### src/design/utb_defs.svh
// Register map, field positions and timing counts of the serial transceiver
`ifndef UTB_DEFS_SVH
`define UTB_DEFS_SVH
// ----------------------------------------------------------------------------
// Register offsets (byte addresses)
// ----------------------------------------------------------------------------
`define UTB_OFF_DATA 8'h00
`define UTB_OFF_STAT 8'h04
`define UTB_OFF_CTRL 8'h08
`define UTB_OFF_BAUD 8'h0c
`define UTB_OFF_CNT 8'h10
// ----------------------------------------------------------------------------
// Control register fields
// ----------------------------------------------------------------------------
`define UTB_C_RXEN 0
`define UTB_C_TXEN 1
`define UTB_C_NINE 2
`define UTB_C_STOP2 3
`define UTB_C_BRK 4
`define UTB_C_TEIE 5
`define UTB_C_RIE 6
`define UTB_C_TX8 7
`define UTB_C_TRIG 9:8
`define UTB_C_RX8 10
`define UTB_CTRL_W 10
`define UTB_CTRL_RST 10'h000
// ----------------------------------------------------------------------------
// Status register fields
// ----------------------------------------------------------------------------
`define UTB_S_TXE 0
`define UTB_S_TXC 1
`define UTB_S_RXA 2
`define UTB_S_OVR 3
`define UTB_S_FE 4
`define UTB_S_RIDLE 5
// ----------------------------------------------------------------------------
// Timing and sizes
// ----------------------------------------------------------------------------
`define UTB_BAUD_RST 16'h0000
`define UTB_OS_LAST 4'hf
`define UTB_SMP_A 4'h7
`define UTB_SMP_B 4'h8
`define UTB_SMP_C 4'h9
`define UTB_BRK_LAST 4'hc
`define UTB_BRK_HOLD 5'h10
`define UTB_FIFO_FULL 3'h4
`define UTB_LAST_BIT8 4'h7
`define UTB_LAST_BIT9 4'h8
`define UTB_STOP_LAST1 4'h0
`define UTB_STOP_LAST2 4'h1
`endif

### src/design/utb_pkg.sv
// Types shared by the serial transceiver
package utb_pkg;
   // -------------------------------------------------------------------------
   // State machines
   // -------------------------------------------------------------------------
   typedef enum logic [2:0] {TX_IDLE, TX_START, TX_DATA, TX_BRK, TX_STOP} utb_tx_t;
   typedef enum logic [2:0] {RX_IDLE, RX_START, RX_DATA, RX_STOP, RX_BRKWAIT} utb_rx_t;
   // -------------------------------------------------------------------------
   // Whole block state
   // -------------------------------------------------------------------------
   typedef struct packed {
      logic rx_meta;
      logic rx_sync;
      logic [15:0] div_cnt;
      logic [15:0] baud_divisor;
      logic [9:0] ctl;
      logic stat_seen;
      logic [31:0] prdata;
      logic bad_addr;
      utb_tx_t tx_st;
      logic [3:0] tx_os;
      logic [3:0] tx_bit;
      logic [8:0] tx_shift_reg;
      logic tx_is_brk;
      logic [8:0] tx_hold;
      logic tx_hold_vld;
      logic tx_empty_flag;
      logic tx_complete_flag;
      logic txd;
      logic [4:0] brk_cnt;
      logic brk_armed;
      utb_rx_t rx_st;
      logic [3:0] rx_os;
      logic [3:0] rx_bit;
      logic [1:0] smp;
      logic [8:0] rx_shift_reg;
      logic rx_fe;
      logic [9:0] pend;
      logic pend_vld;
      logic [3:0][9:0] fifo;
      logic [1:0] rd_ptr;
      logic [2:0] rx_fifo_count;
      logic rx_available_flag;
      logic overrun_flag;
      logic rx_idle_flag;
   } utb_state_t;
endpackage

### src/design/utb_top.sv
// Serial transceiver: transmit buffer and break, oversampled receiver with FIFO
`timescale 1ns/1ps
`include "utb_defs.svh"
module utb_top
   import utb_pkg::*;
(
   // Clock and reset
   input wire logic CLK_SYS,
   input wire logic SYS_RST,
   // APB slave
   input wire logic PSEL,
   input wire logic PENABLE,
   input wire logic PWRITE,
   input wire logic [7:0] PADDR,
   input wire logic [31:0] PWDATA,
   output logic [31:0] PRDATA,
   output logic PREADY,
   output logic PSLVERR,
   // Serial line
   input wire logic RXD,
   output logic TXD,
   // Interrupt request
   output logic IRQ
);
   utb_state_t cur;
   utb_state_t nxt;
   // ----------------------------------------------------------------------------
   // Decodes and derived terms
   // ----------------------------------------------------------------------------
   logic setup;
   logic acc;
   logic tick16;
   logic tx_tick;
   logic rx_tick;
   logic vote;
   logic [2:0] rx_level;
   logic [9:0] head;
   logic [3:0] tx_last;
   logic [3:0] rx_last;
   logic [3:0] stop_last;
   logic data_wr;
   logic data_rd;
   logic stat_rd;
   // Setup phase captures read data; access phase performs side effects
   assign setup = PSEL & ~PENABLE;
   assign acc = PSEL & PENABLE;
   assign data_wr = acc & PWRITE & (PADDR == `UTB_OFF_DATA);
   assign data_rd = acc & ~PWRITE & (PADDR == `UTB_OFF_DATA);
   assign stat_rd = acc & ~PWRITE & (PADDR == `UTB_OFF_STAT);
   assign tick16 = (cur.div_cnt == cur.baud_divisor);
   assign tx_tick = tick16 & (cur.tx_os == `UTB_OS_LAST);
   assign rx_tick = tick16 & cur.ctl[`UTB_C_RXEN];
   assign vote = (cur.smp[0] & cur.smp[1]) | (cur.smp[0] & cur.rx_sync)
      | (cur.smp[1] & cur.rx_sync);
   assign head = cur.fifo[cur.rd_ptr];
   assign tx_last = cur.ctl[`UTB_C_NINE] ? `UTB_LAST_BIT9 : `UTB_LAST_BIT8;
   assign rx_last = cur.ctl[`UTB_C_NINE] ? `UTB_LAST_BIT9 : `UTB_LAST_BIT8;
   assign stop_last = cur.ctl[`UTB_C_STOP2] ? `UTB_STOP_LAST2 : `UTB_STOP_LAST1;
   assign rx_level = {1'b0, cur.ctl[`UTB_C_TRIG]} + 3'h1;
   // ----------------------------------------------------------------------------
   // Next state
   // ----------------------------------------------------------------------------
   always_comb begin
      logic [9:0] word;
      logic done;
      logic [1:0] wr_idx;
      word = 10'h000;
      done = 1'b0;
      wr_idx = 2'h0;
      nxt = cur;
      // Line synchroniser
      nxt.rx_meta = RXD;
      nxt.rx_sync = cur.rx_meta;
      // Sixteen-times baud divider
      nxt.div_cnt = tick16 ? 16'h0000 : cur.div_cnt + 16'h0001;
      // Register writes and read capture
      if (acc & PWRITE & (PADDR == `UTB_OFF_CTRL)) begin
         nxt.ctl = PWDATA[`UTB_CTRL_W-1:0];
      end
      if (acc & PWRITE & (PADDR == `UTB_OFF_BAUD)) begin
         nxt.baud_divisor = PWDATA[15:0];
      end
      if (setup) begin
         nxt.bad_addr = 1'b0;
         unique case (PADDR)
            `UTB_OFF_DATA: nxt.prdata = {23'h0, head[8:0]};
            `UTB_OFF_STAT: nxt.prdata = {26'h0, cur.rx_idle_flag,
               head[9] & (cur.rx_fifo_count != 3'h0), cur.overrun_flag,
               cur.rx_available_flag, cur.tx_complete_flag, cur.tx_empty_flag};
            `UTB_OFF_CTRL: nxt.prdata = {21'h0, head[8] & cur.ctl[`UTB_C_NINE],
               cur.ctl};
            `UTB_OFF_BAUD: nxt.prdata = {16'h0, cur.baud_divisor};
            `UTB_OFF_CNT: nxt.prdata = {29'h0, cur.rx_fifo_count};
            default: begin
               nxt.prdata = 32'h0;
               nxt.bad_addr = 1'b1;
            end
         endcase
      end
      // Status read arms the clearing sequence; any data access ends it
      if (stat_rd) begin
         nxt.stat_seen = 1'b1;
      end else if (data_rd | data_wr) begin
         nxt.stat_seen = 1'b0;
      end
      // Transmit bit timer
      if (tick16 && cur.tx_st != TX_IDLE) begin
         nxt.tx_os = cur.tx_os + 4'h1;
      end
      // Break request must stand for one baud period while idle
      if (!cur.ctl[`UTB_C_BRK] || cur.tx_st != TX_IDLE) begin
         nxt.brk_cnt = 5'h00;
      end else if (tick16 && cur.brk_cnt != `UTB_BRK_HOLD) begin
         nxt.brk_cnt = cur.brk_cnt + 5'h01;
      end
      if (cur.brk_cnt == `UTB_BRK_HOLD && cur.ctl[`UTB_C_BRK]) begin
         nxt.brk_armed = 1'b1;
      end
      // Transmit sequencer
      unique case (cur.tx_st)
         TX_IDLE: begin
            if (cur.tx_hold_vld) begin
               nxt.tx_shift_reg = cur.tx_hold;
               nxt.tx_hold_vld = 1'b0;
               nxt.tx_empty_flag = 1'b1;
               nxt.tx_is_brk = 1'b0;
               nxt.tx_st = TX_START;
               nxt.tx_os = 4'h0;
            end else if (cur.brk_armed) begin
               nxt.brk_armed = 1'b0;
               nxt.tx_is_brk = 1'b1;
               nxt.tx_st = TX_START;
               nxt.tx_os = 4'h0;
            end
         end
         TX_START: begin
            if (tx_tick) begin
               nxt.tx_bit = 4'h0;
               nxt.tx_st = cur.tx_is_brk ? TX_BRK : TX_DATA;
            end
         end
         TX_DATA: begin
            if (tx_tick) begin
               nxt.tx_shift_reg = {1'b0, cur.tx_shift_reg[8:1]};
               nxt.tx_bit = cur.tx_bit + 4'h1;
               if (cur.tx_bit == tx_last) begin
                  nxt.tx_bit = 4'h0;
                  nxt.tx_st = TX_STOP;
               end
            end
         end
         TX_BRK: begin
            if (tx_tick) begin
               nxt.tx_bit = cur.tx_bit + 4'h1;
               if (cur.tx_bit == `UTB_BRK_LAST) begin
                  nxt.tx_bit = 4'h0;
                  nxt.tx_st = TX_STOP;
               end
            end
         end
         TX_STOP: begin
            if (tx_tick) begin
               nxt.tx_bit = cur.tx_bit + 4'h1;
               if (cur.tx_bit == `UTB_STOP_LAST2) begin
                  nxt.tx_complete_flag = 1'b1;
                  nxt.tx_st = TX_IDLE;
                  if (cur.tx_is_brk && cur.ctl[`UTB_C_BRK] && !cur.tx_hold_vld) begin
                     nxt.brk_armed = 1'b1;
                  end
               end
            end
         end
         default: nxt.tx_st = TX_IDLE;
      endcase
      // Data write, accepted only after a status read and while a slot is free
      if (data_wr && cur.stat_seen && cur.tx_empty_flag && cur.ctl[`UTB_C_TXEN]) begin
         nxt.tx_complete_flag = nxt.tx_st == TX_IDLE && cur.tx_st == TX_STOP;
         if (cur.tx_st == TX_IDLE && !cur.tx_hold_vld) begin
            nxt.tx_shift_reg = {cur.ctl[`UTB_C_TX8], PWDATA[7:0]};
            nxt.tx_is_brk = 1'b0;
            nxt.tx_st = TX_START;
            nxt.tx_os = 4'h0;
            nxt.tx_empty_flag = 1'b1;
         end else begin
            nxt.tx_hold = {cur.ctl[`UTB_C_TX8], PWDATA[7:0]};
            nxt.tx_hold_vld = 1'b1;
            nxt.tx_empty_flag = 1'b0;
         end
      end
      // Transmitter disabled: stop at once and return to the empty state
      if (!cur.ctl[`UTB_C_TXEN]) begin
         nxt.tx_st = TX_IDLE;
         nxt.tx_hold_vld = 1'b0;
         nxt.tx_empty_flag = 1'b1;
         nxt.tx_complete_flag = 1'b1;
         nxt.brk_armed = 1'b0;
      end
      // Line level follows the state that is entered
      nxt.txd = !(nxt.tx_st == TX_START || nxt.tx_st == TX_BRK
         || (nxt.tx_st == TX_DATA && !nxt.tx_shift_reg[0]));
      // Receive sampler
      if (rx_tick) begin
         unique case (cur.rx_st)
            RX_IDLE: begin
               if (!cur.rx_sync) begin
                  nxt.rx_st = RX_START;
                  nxt.rx_os = 4'h0;
                  nxt.rx_fe = 1'b0;
                  nxt.rx_idle_flag = 1'b0;
               end
            end
            RX_BRKWAIT: begin
               if (cur.rx_sync) begin
                  nxt.rx_st = RX_IDLE;
               end
            end
            default: begin
               nxt.rx_os = cur.rx_os + 4'h1;
               if (cur.rx_os == `UTB_SMP_A) begin
                  nxt.smp[0] = cur.rx_sync;
               end
               if (cur.rx_os == `UTB_SMP_B) begin
                  nxt.smp[1] = cur.rx_sync;
               end
               if (cur.rx_os == `UTB_SMP_C) begin
                  if (cur.rx_st == RX_START && vote) begin
                     nxt.rx_st = RX_IDLE;
                     nxt.rx_idle_flag = 1'b1;
                  end
                  if (cur.rx_st == RX_DATA) begin
                     nxt.rx_shift_reg = cur.ctl[`UTB_C_NINE]
                        ? {vote, cur.rx_shift_reg[8:1]}
                        : {1'b0, vote, cur.rx_shift_reg[7:1]};
                  end
                  if (cur.rx_st == RX_STOP) begin
                     nxt.rx_fe = cur.rx_fe | ~vote;
                     if (cur.rx_bit == stop_last) begin
                        done = 1'b1;
                        word = {cur.rx_fe | ~vote, cur.rx_shift_reg};
                        nxt.rx_idle_flag = 1'b1;
                        nxt.rx_st = (!vote && cur.rx_shift_reg == 9'h000)
                           ? RX_BRKWAIT : RX_IDLE;
                     end
                  end
               end
               if (cur.rx_os == `UTB_OS_LAST) begin
                  nxt.rx_bit = cur.rx_bit + 4'h1;
                  if (cur.rx_st == RX_START) begin
                     nxt.rx_bit = 4'h0;
                     nxt.rx_st = RX_DATA;
                  end
                  if (cur.rx_st == RX_DATA && cur.rx_bit == rx_last) begin
                     nxt.rx_bit = 4'h0;
                     nxt.rx_st = RX_STOP;
                  end
               end
            end
         endcase
      end
      // FIFO read pops the head; the held fifth word then moves in
      if (data_rd && cur.rx_fifo_count != 3'h0) begin
         nxt.rd_ptr = cur.rd_ptr + 2'h1;
         nxt.rx_fifo_count = cur.rx_fifo_count - 3'h1;
      end
      if (data_rd && cur.stat_seen) begin
         nxt.rx_available_flag = 1'b0;
         nxt.overrun_flag = 1'b0;
      end
      if (nxt.pend_vld && nxt.rx_fifo_count != `UTB_FIFO_FULL) begin
         wr_idx = nxt.rd_ptr + nxt.rx_fifo_count[1:0];
         nxt.fifo[wr_idx] = nxt.pend;
         nxt.rx_fifo_count = nxt.rx_fifo_count + 3'h1;
         nxt.pend_vld = 1'b0;
      end
      // Completed word enters the FIFO, or is held as the fifth word
      if (done) begin
         if (nxt.rx_fifo_count != `UTB_FIFO_FULL) begin
            wr_idx = nxt.rd_ptr + nxt.rx_fifo_count[1:0];
            nxt.fifo[wr_idx] = word;
            nxt.rx_fifo_count = nxt.rx_fifo_count + 3'h1;
         end else begin
            nxt.pend = word;
            nxt.pend_vld = 1'b1;
            nxt.overrun_flag = 1'b1;
         end
      end
      if (nxt.rx_fifo_count != 3'h0) begin
         nxt.rx_available_flag = 1'b1;
      end
      // Receiver disabled: park the sampler and drop the held word
      if (!cur.ctl[`UTB_C_RXEN]) begin
         nxt.rx_st = RX_IDLE;
         nxt.rx_idle_flag = 1'b1;
         nxt.pend_vld = 1'b0;
      end
   end
   // ----------------------------------------------------------------------------
   // State register
   // ----------------------------------------------------------------------------
   always_ff @(posedge CLK_SYS) begin
      if (SYS_RST) begin
         cur <= '0;
         cur.rx_meta <= 1'b1;
         cur.rx_sync <= 1'b1;
         cur.baud_divisor <= `UTB_BAUD_RST;
         cur.ctl <= `UTB_CTRL_RST;
         cur.tx_st <= TX_IDLE;
         cur.rx_st <= RX_IDLE;
         cur.tx_empty_flag <= 1'b1;
         cur.tx_complete_flag <= 1'b1;
         cur.txd <= 1'b1;
         cur.rx_idle_flag <= 1'b1;
      end else begin
         cur <= nxt;
      end
   end
   // ----------------------------------------------------------------------------
   // Outputs
   // ----------------------------------------------------------------------------
   assign PRDATA = cur.prdata;
   assign PREADY = 1'b1;
   assign PSLVERR = acc & cur.bad_addr;
   assign TXD = cur.txd;
   // Break frames leave the empty flag alone, so they never request
   assign IRQ = (cur.tx_empty_flag & cur.ctl[`UTB_C_TEIE])
      | (cur.ctl[`UTB_C_RIE] & ((cur.rx_fifo_count >= rx_level)
      | cur.overrun_flag));
endmodule

### config.mk
export PLATFORM = sky130hd
export DESIGN_NAME = utb_top
export DESIGN_NICKNAME = d
export VERILOG_FILES = /design/src/design/utb_pkg.sv /design/src/design/utb_top.sv
export VERILOG_INCLUDE_DIRS = /design/src /design/src/design
export SDC_FILE = /design/constraint.sdc
export NUM_CORES = 1
export LEC_CHECK = 0
export ABC_CLOCK_PERIOD_IN_PS = 11400
export BUFFER_PORTS_ARGS = -buffer_cell sky130_fd_sc_hd__buf_2
export CAP_MARGIN = 20
export CELL_PAD_IN_SITES_DETAIL_PLACEMENT = 0
export CELL_PAD_IN_SITES_GLOBAL_PLACEMENT = 1
export CORE_MARGIN = 4
export CORE_UTILIZATION = 49
export DETAILED_ROUTE_END_ITERATION = 10
export MAX_ROUTING_LAYER = met4
export PLACE_DENSITY = 0.87
export SLEW_MARGIN = 10
export SYNTH_ARGS = -nofsm -noshare
export SYNTH_HDL_FRONTEND = slang
export SYNTH_SLANG_ARGS = --single-unit
### constraint.sdc
create_clock -name CLK_SYS -period 11.4 [get_ports CLK_SYS]
set_input_delay 0 -clock CLK_SYS [delete_from_list [all_inputs] [get_ports CLK_SYS]]
set_output_delay 0 -clock CLK_SYS [all_outputs]
set_load 0.005 [all_outputs]
==> results of run 1 <==
## final cells by class
class	count	area, µm²	share of cell area (%)
multi-input combinational	826	5440	51.2
inverter	26	103	0.965
sequential	184	3680	34.7
timing repair buffer	75	519	4.88
clock buffer	19	433	4.07
clock inverter	12	121	1.14
tap	265	332	3.12
## repair_timing
action                                 in CTS  in global routing
endpoints found under the hold margin      44                  0
setup buffers                               0                  0
resized for setup                           0                  0
hold buffers                               20                  0
## cell usage in the layout (no fill, tap or decap), types with 20 or more instances in the layout
cell type and n:
a21oi_1 71, buf_2 47, dfxtp_1 184, dlygate4sd3_1 20
ha_1 22, inv_1 25, mux2_2 34, mux2i_1 68
nand2_1 151, nand3_1 43, nor2_1 127, o21ai_0 25
xor2_1 37
## registers in the layout (all words and copies together), names as in the netlist
signal / cells
TXD: 1
cur: 167
PRDATA: 16
## cell families after synthesis
group           Yosys count  synth area share (%)
mux                     116                  13.9
other cells               2                0.0775
buf+inv                 122                  6.42
fa+ha+maj                22                  2.84
xor+xnor                 53                  5.20
flops                   184                  38.0
simple gates            434                  21.0
compound gates          184                  12.6
## where the power goes
part	internal, mW	leakage, nW	total (mW)	switching (mW)
Clock	0.303	0.256	0.570	0.266
Combinational	0.0146	2.54	0.0404	0.0259
Sequential	0.645	1.48	0.646	0.00164
Total	0.963	4.27	1.26	0.294
## worst paths after layout
kind / from / to / cells after the start
setup / recovery: cur[4] / cur[27] / 15
hold / removal: SYS_RST / cur[77] / 2
setup reg to reg: cur[4] / cur[27] / 15
hold reg to reg: cur[199] / cur[198] / 1
## per-layer routing
metal | part of all wire (%) | vias up | track usage, %
met5 | 0 | - | -
met4 | 2.2 | 0 | 7.48
met3 | 4.8 | 41 | 4.51
met2 | 47 | 192 | 35.1
met1 | 46 | 3692 | 29.2
li1 | - | 3899 | -
==> flow_summary.toml, run 1 <==
[final_layout]
layout.nets = 1198
final_area_mm2 = 0.0106
n_antenna_cell = 0
layout.cells.non_filler = 1407
syn2layout_area_growth_pct = 9.72
fillCellCount = 1758
drive_gt1_share_pct = 13.5
post-route-util_pct = 54.6

[setup_path]
slowest_stage = "or2_1"
crit_path_frequent_cell = "ha_1"
worst_path_largest_cell_delay_ps = 580
worstPathArrival_ps = 5490
crit_chain = "inv_1 > ha_1 > nor2b_1 > nor4_4 > xnor2_1 > ha_1 > or3b_2 > o41ai_2 > nor2_4 > xnor2_1 > ha_1 > xnor3_1 > xnor2_4 > or2_1 > mux2_4"
required_ps = 11720
r2r_setup_slack_ps = 6240
start_kind = "register"
path_buf_inv = 1
cp_max_fo = 8
crit_type = "reg -> reg"
endpoint_kind = "register"
critPathTopFamily = "simple AND/OR/NAND/NOR gates"

[drt]
detail-route-antenna-nets = 0
avgViaCountPerCell = 5.56
drc = 0
wire_per_inst_um = 16.8
vias = 7824
drtIter0Drc = 549
routed_wl_mm = 23.7
firstDrtPassIters = 6

[sta]
setup_ws_ps = 6240
finalCritPeriodShare_pct = 45.3
fmax_ghz = 0.194
finalSetupViolations = 0
final-hold-violation-count = 0
drv_slew = 0
tightest_slew_ps = 888
rsz0062_at_grt = "no"
skew_ps = 9.51
hold-worst-slack_ps = 24.0
finalSetupTns_ps = 0
slew_headroom_pct = 40.7
layout_min_cycle_time_ps = 5160

[place]
dp.cells = 1354
place_congestion = 0.873
placed_cell_area_mm2 = 0.00984
port_buffers = 48
place_ws_ps = 6190
place_hpwl_mm = 16.3

[floorplanning]
die_area_mm2 = 0.0221
die_w_um = 149
start_util_pct = 49.8
coreArea_mm2 = 0.0195
rows = 51
die_h_um = 149
boundaryPins = 82

[synth]
synth_area_mm2 = 0.00969
synthTopCellsByCount = "dfxtp_1 (184), nand2_1 (151), nor2_1 (127)"
synthFlopType = "dfxtp_1"
syn_area_per_cell_um2 = 8.67
synth_edf_count = 0
ys_top_cells_by_area = "dfxtp_1 (38%), mux2i_1 (7.0%), nand2_1 (5.9%)"
synth_most_common_cell = "dfxtp_1"
syn_inst = 1117
synth-seq-cells = 184
synth_cell_type_count = 79
async_flop_share_pct = 0
yosys_warnings = 0
synth-seq-area-share_pct = 38.0
yosysTopAreaCell = "dfxtp_1"
synth_top_cell_area_share_pct = 38.0

[hold_path]
min_path_type = "in -> reg"

[grt]
grt_use_total_pct = 22.4
grt_max_degree = 68
antenna_found_initial = 0
overflow = 0
grt_pass1_vias = 7347
grt_pass1_wl_mm = 38.5

[clock_network]
clockBufferDepth = 2
cts-root-buf = "clkbuf_16"
numCtsBuffers = 17
clock_latency_ps = 440
clk_pin_slew_ps = 70
htreeDepth = 4
cts_sinks = 184
cts_tree = "built"

[power_and_ir_drop]
leakagePower_nw = 4.27
ir_drop_mv = 0.107
power_density_mw_per_mm2 = 118
total_power_mw = 1.26

[status]
status = "finished, final reports clean"

[flow_run]
cap_violations = 0
(Power assumes the default switching activity.)
==> inputs of run 2 (changes only) <==
--- a/config.mk
+++ b/config.mk
@@ -6,16 +6,17 @@
 export SDC_FILE = /design/constraint.sdc
 export NUM_CORES = 1
 export LEC_CHECK = 0
-export ABC_CLOCK_PERIOD_IN_PS = 11400
+export ABC_AREA = 1
+export ABC_CLOCK_PERIOD_IN_PS = 5350
 export BUFFER_PORTS_ARGS = -buffer_cell sky130_fd_sc_hd__buf_2
 export CAP_MARGIN = 20
 export CELL_PAD_IN_SITES_DETAIL_PLACEMENT = 0
 export CELL_PAD_IN_SITES_GLOBAL_PLACEMENT = 1
 export CORE_MARGIN = 4
-export CORE_UTILIZATION = 49
+export CORE_UTILIZATION = 43
 export DETAILED_ROUTE_END_ITERATION = 10
 export MAX_ROUTING_LAYER = met4
-export PLACE_DENSITY = 0.87
+export PLACE_DENSITY = 0.82
 export SLEW_MARGIN = 10
 export SYNTH_ARGS = -nofsm -noshare
 export SYNTH_HDL_FRONTEND = slang
==> constraint.sdc (replaced) <==
create_clock -name CLK_SYS -period 5.35 [get_ports CLK_SYS]
set_input_delay 0 -clock CLK_SYS [delete_from_list [all_inputs] [get_ports CLK_SYS]]
set_output_delay 0 -clock CLK_SYS [all_outputs]
set_load 0.005 [all_outputs]
==> flow_summary.toml, run 2 <==
[status]
status = "finished, final reports clean"

[clock_network]
numCtsBuffers = 17
cts_sinks = 184
clockBufferDepth = 2
cts_setup_buffers = 0
htreeDepth = 4
cts_tree = "built"
clock_latency_ps = 450
clk_pin_slew_ps = 80
cts-root-buf = "clkbuf_16"

[setup_path]
crit_chain = "inv_1 > ha_1 > nand2_1 > nand3_4 > nand2_1 > nand2_1 > ha_1 > nand3_4 > nand2_4 > xor2_1 > inv_1 > ha_1 > inv_1 > nand3_1 > nand2_1 > nand3_2 > nand2_4 > nand4_1 > nand2_1 > nand2_1 > nor2_1"
cp_max_fo = 11
crit_path_start = "cur[3]"
slowest_stage = "nand4_1"
endpoint_kind = "register"
worstPathArrival_ps = 4300
crit_type = "reg -> reg"
required_ps = 5730
r2r-start = "cur[3]"
start_kind = "register"
crit_path_frequent_cell = "nand2_1"
worst_path_largest_cell_delay_ps = 540
r2r_setup_slack_ps = 1430

[place]
port_buffers = 48
place_hpwl_mm = 19.0
dp.cells = 1802
placed_cell_area_mm2 = 0.0104
place_congestion = 0.869

[synth]
ys_top_cells_by_area = "dfxtp_1 (36%), nand2_1 (13%), nor2_1 (7.4%)"
synthFlopType = "dfxtp_1"
yosys_warnings = 0
synth-seq-area-share_pct = 36.5
syn_area_per_cell_um2 = 6.73
syn_inst = 1499
synth-simple-area-share_pct = 31.8
synth_xor_area_share_pct = 2.34
synth_edf_count = 0
synth_area_mm2 = 0.0101
synthMuxAreaShare_pct = 0
yosysTopAreaCell = "dfxtp_1"
synth_cell_type_count = 50
async_flop_share_pct = 0
synth_fa_ha_area_share_pct = 2.73
synth_most_common_cell = "nand2_1"
synth-compound-area-share_pct = 14.5
synth_top_family_by_area = "simple AND/OR/NAND/NOR gates"
synthTopCellsByCount = "nand2_1 (347), nor2_1 (200), inv_1 (185)"
synth_top_cell_area_share_pct = 36.5
synth-seq-cells = 184

[final_layout]
final_cell_mix = "nand2_1 (347), nor2_1 (200), dfxtp_1 (184), inv_1 (184), o21ai_0 (99)"
final_area_mm2 = 0.0112
largest_reg_flops = 167
layout_commonest_cell = "nand2_1"
layout.nets = 1594
ff_latch_area_mm2 = 0.00368
syn2layout_area_growth_pct = 10.8
fillCellCount = 2363
multi_input_area_mm2 = 0.00525
max_flop_register = "cur"
n_antenna_cell = 0
drive_gt1_share_pct = 8.97
layout.cells.non_filler = 1852

[power_and_ir_drop]
clockPowerShare_pct = 47.8
switching_share_pct = 25.0
comb_power_share_pct = 2.9
total_power_mw = 2.79
leakagePower_nw = 5.03
power_density_mw_per_mm2 = 250
p_seq_share_pct = 49.2
switchingPower_uw = 699
ir_drop_mv = 0.172
p_int_mw = 2.09

[flow_run]
cap_violations = 0

[sta]
skew_ps = 15.6
fmax_ghz = 0.255
tightest_slew_ps = 950
slew_headroom_pct = 36.4
rsz0062_at_grt = "no"
finalSetupTns_ps = 0
hold-worst-slack_ps = 66.4
finalSetupViolations = 0
finalCritPeriodShare_pct = 73.2
layout_min_cycle_time_ps = 3920
final-hold-violation-count = 0
drv_slew = 0

[drt]
routed_wl_mm = 27.6
firstDrtPassIters = 5
drc = 0
drtIter0Drc = 592
vias = 9350
detail-route-antenna-nets = 0
wire_per_inst_um = 14.9
avgViaCountPerCell = 5.05

[hold_path]
min_path_type = "in -> reg"
hold_start = "PENABLE"

[grt]
overflow = 0
grt_use_total_pct = 21.7
antenna_found_initial = 0
grt_max_degree = 59
grt_pass1_wl_mm = 44.4
grt_pass1_vias = 8552

[floorplanning]
boundaryPins = 82
die_w_um = 161
coreArea_mm2 = 0.0228
rows = 55
die_h_um = 161
die_area_mm2 = 0.0260
start_util_pct = 44.2
## run 2: cell types whose count changed in the layout (fill, tap and decap cells not counted), moves of 11 or more
cell,delta
and3_1,-16
nand2_1,+196
inv_1,+159
mux2i_1,-68
xor2_1,-17
nand3_1,+44
a22oi_1,-12
a21oi_1,+17
and2_1,-11
nand4_1,+15
mux2_2,-34
nor2_1,+73
o21ai_0,+74
## run 2: per-stage QoR
step | setup WS (ps) | util (%)
after floorplan | 2280 | -
after global placement | 1510 | 45.4
after detailed placement | 1450 | 45.4
after CTS | 1420 | 48.9
after global routing | 992 | 48.9
final | 1430 | 48.9
## run 2: cell type report
cell class / instances / share of cell area, %
Multi-Input combinational cell: 1053 / 47.0
Tap cell: 313 / 3.50
Clock inverter: 14 / 1.75
Clock buffer: 18 / 3.93
Timing Repair Buffer: 75 / 4.36
Inverter: 195 / 6.57
Sequential cell: 184 / 32.9
## run 2: worst max-delay path, delay by kind of cell, from the launching register on
family | cells | cell delay (ps)
xor+xnor | 1 | 260
fa+ha+maj | 3 | 730
buf+inv | 3 | 320
flops | 1 | 370
simple gates | 14 | 2190
## run 2: what timing repair did
item	in CTS	in global routing
resized for setup	0	0
hold endpoints to repair	45	0
hold buffers	18	0
endpoints found under the setup margin	0	0
## run 2: cells by family after synthesis
kind of cell | count (synthesis)
AND/OR/NAND/NOR | 731
buffers and inverters | 277
AO/OA/AOI/OAI | 256
flip-flops | 184
XOR/XNOR | 27
adder cells (fa/ha/maj) | 22
other | 2
## run 2: worst paths after layout
path,cells past startpoint,to
worst min-delay path,4,cur[155]
worst max register to register,21,cur[24]
worst max-delay path,21,cur[24]
worst min register to register,1,cur[198]
## run 2: metal layers
metal | part of all wire (%) | GRT usage (%) | wire, µm
met1 | 50 | 29.8 | 13700
met2 | 44 | 33.6 | 12200
met3 | 4.3 | 3.32 | 1200
met4 | 1.9 | 5.74 | 513
met5 | 0 | - | 0
## run 2: power groups by stage
stage | Sequential [mW] | Combinational (mW) | Clock, mW
floorplan | 1.41 | 0.0522 | 0
global placement | 1.41 | 0.0709 | 0
detailed placement | 1.41 | 0.0709 | 0
CTS | 1.38 | 0.0813 | 1.37
global route | 1.38 | 0.0897 | 1.42
finish | 1.38 | 0.0816 | 1.34
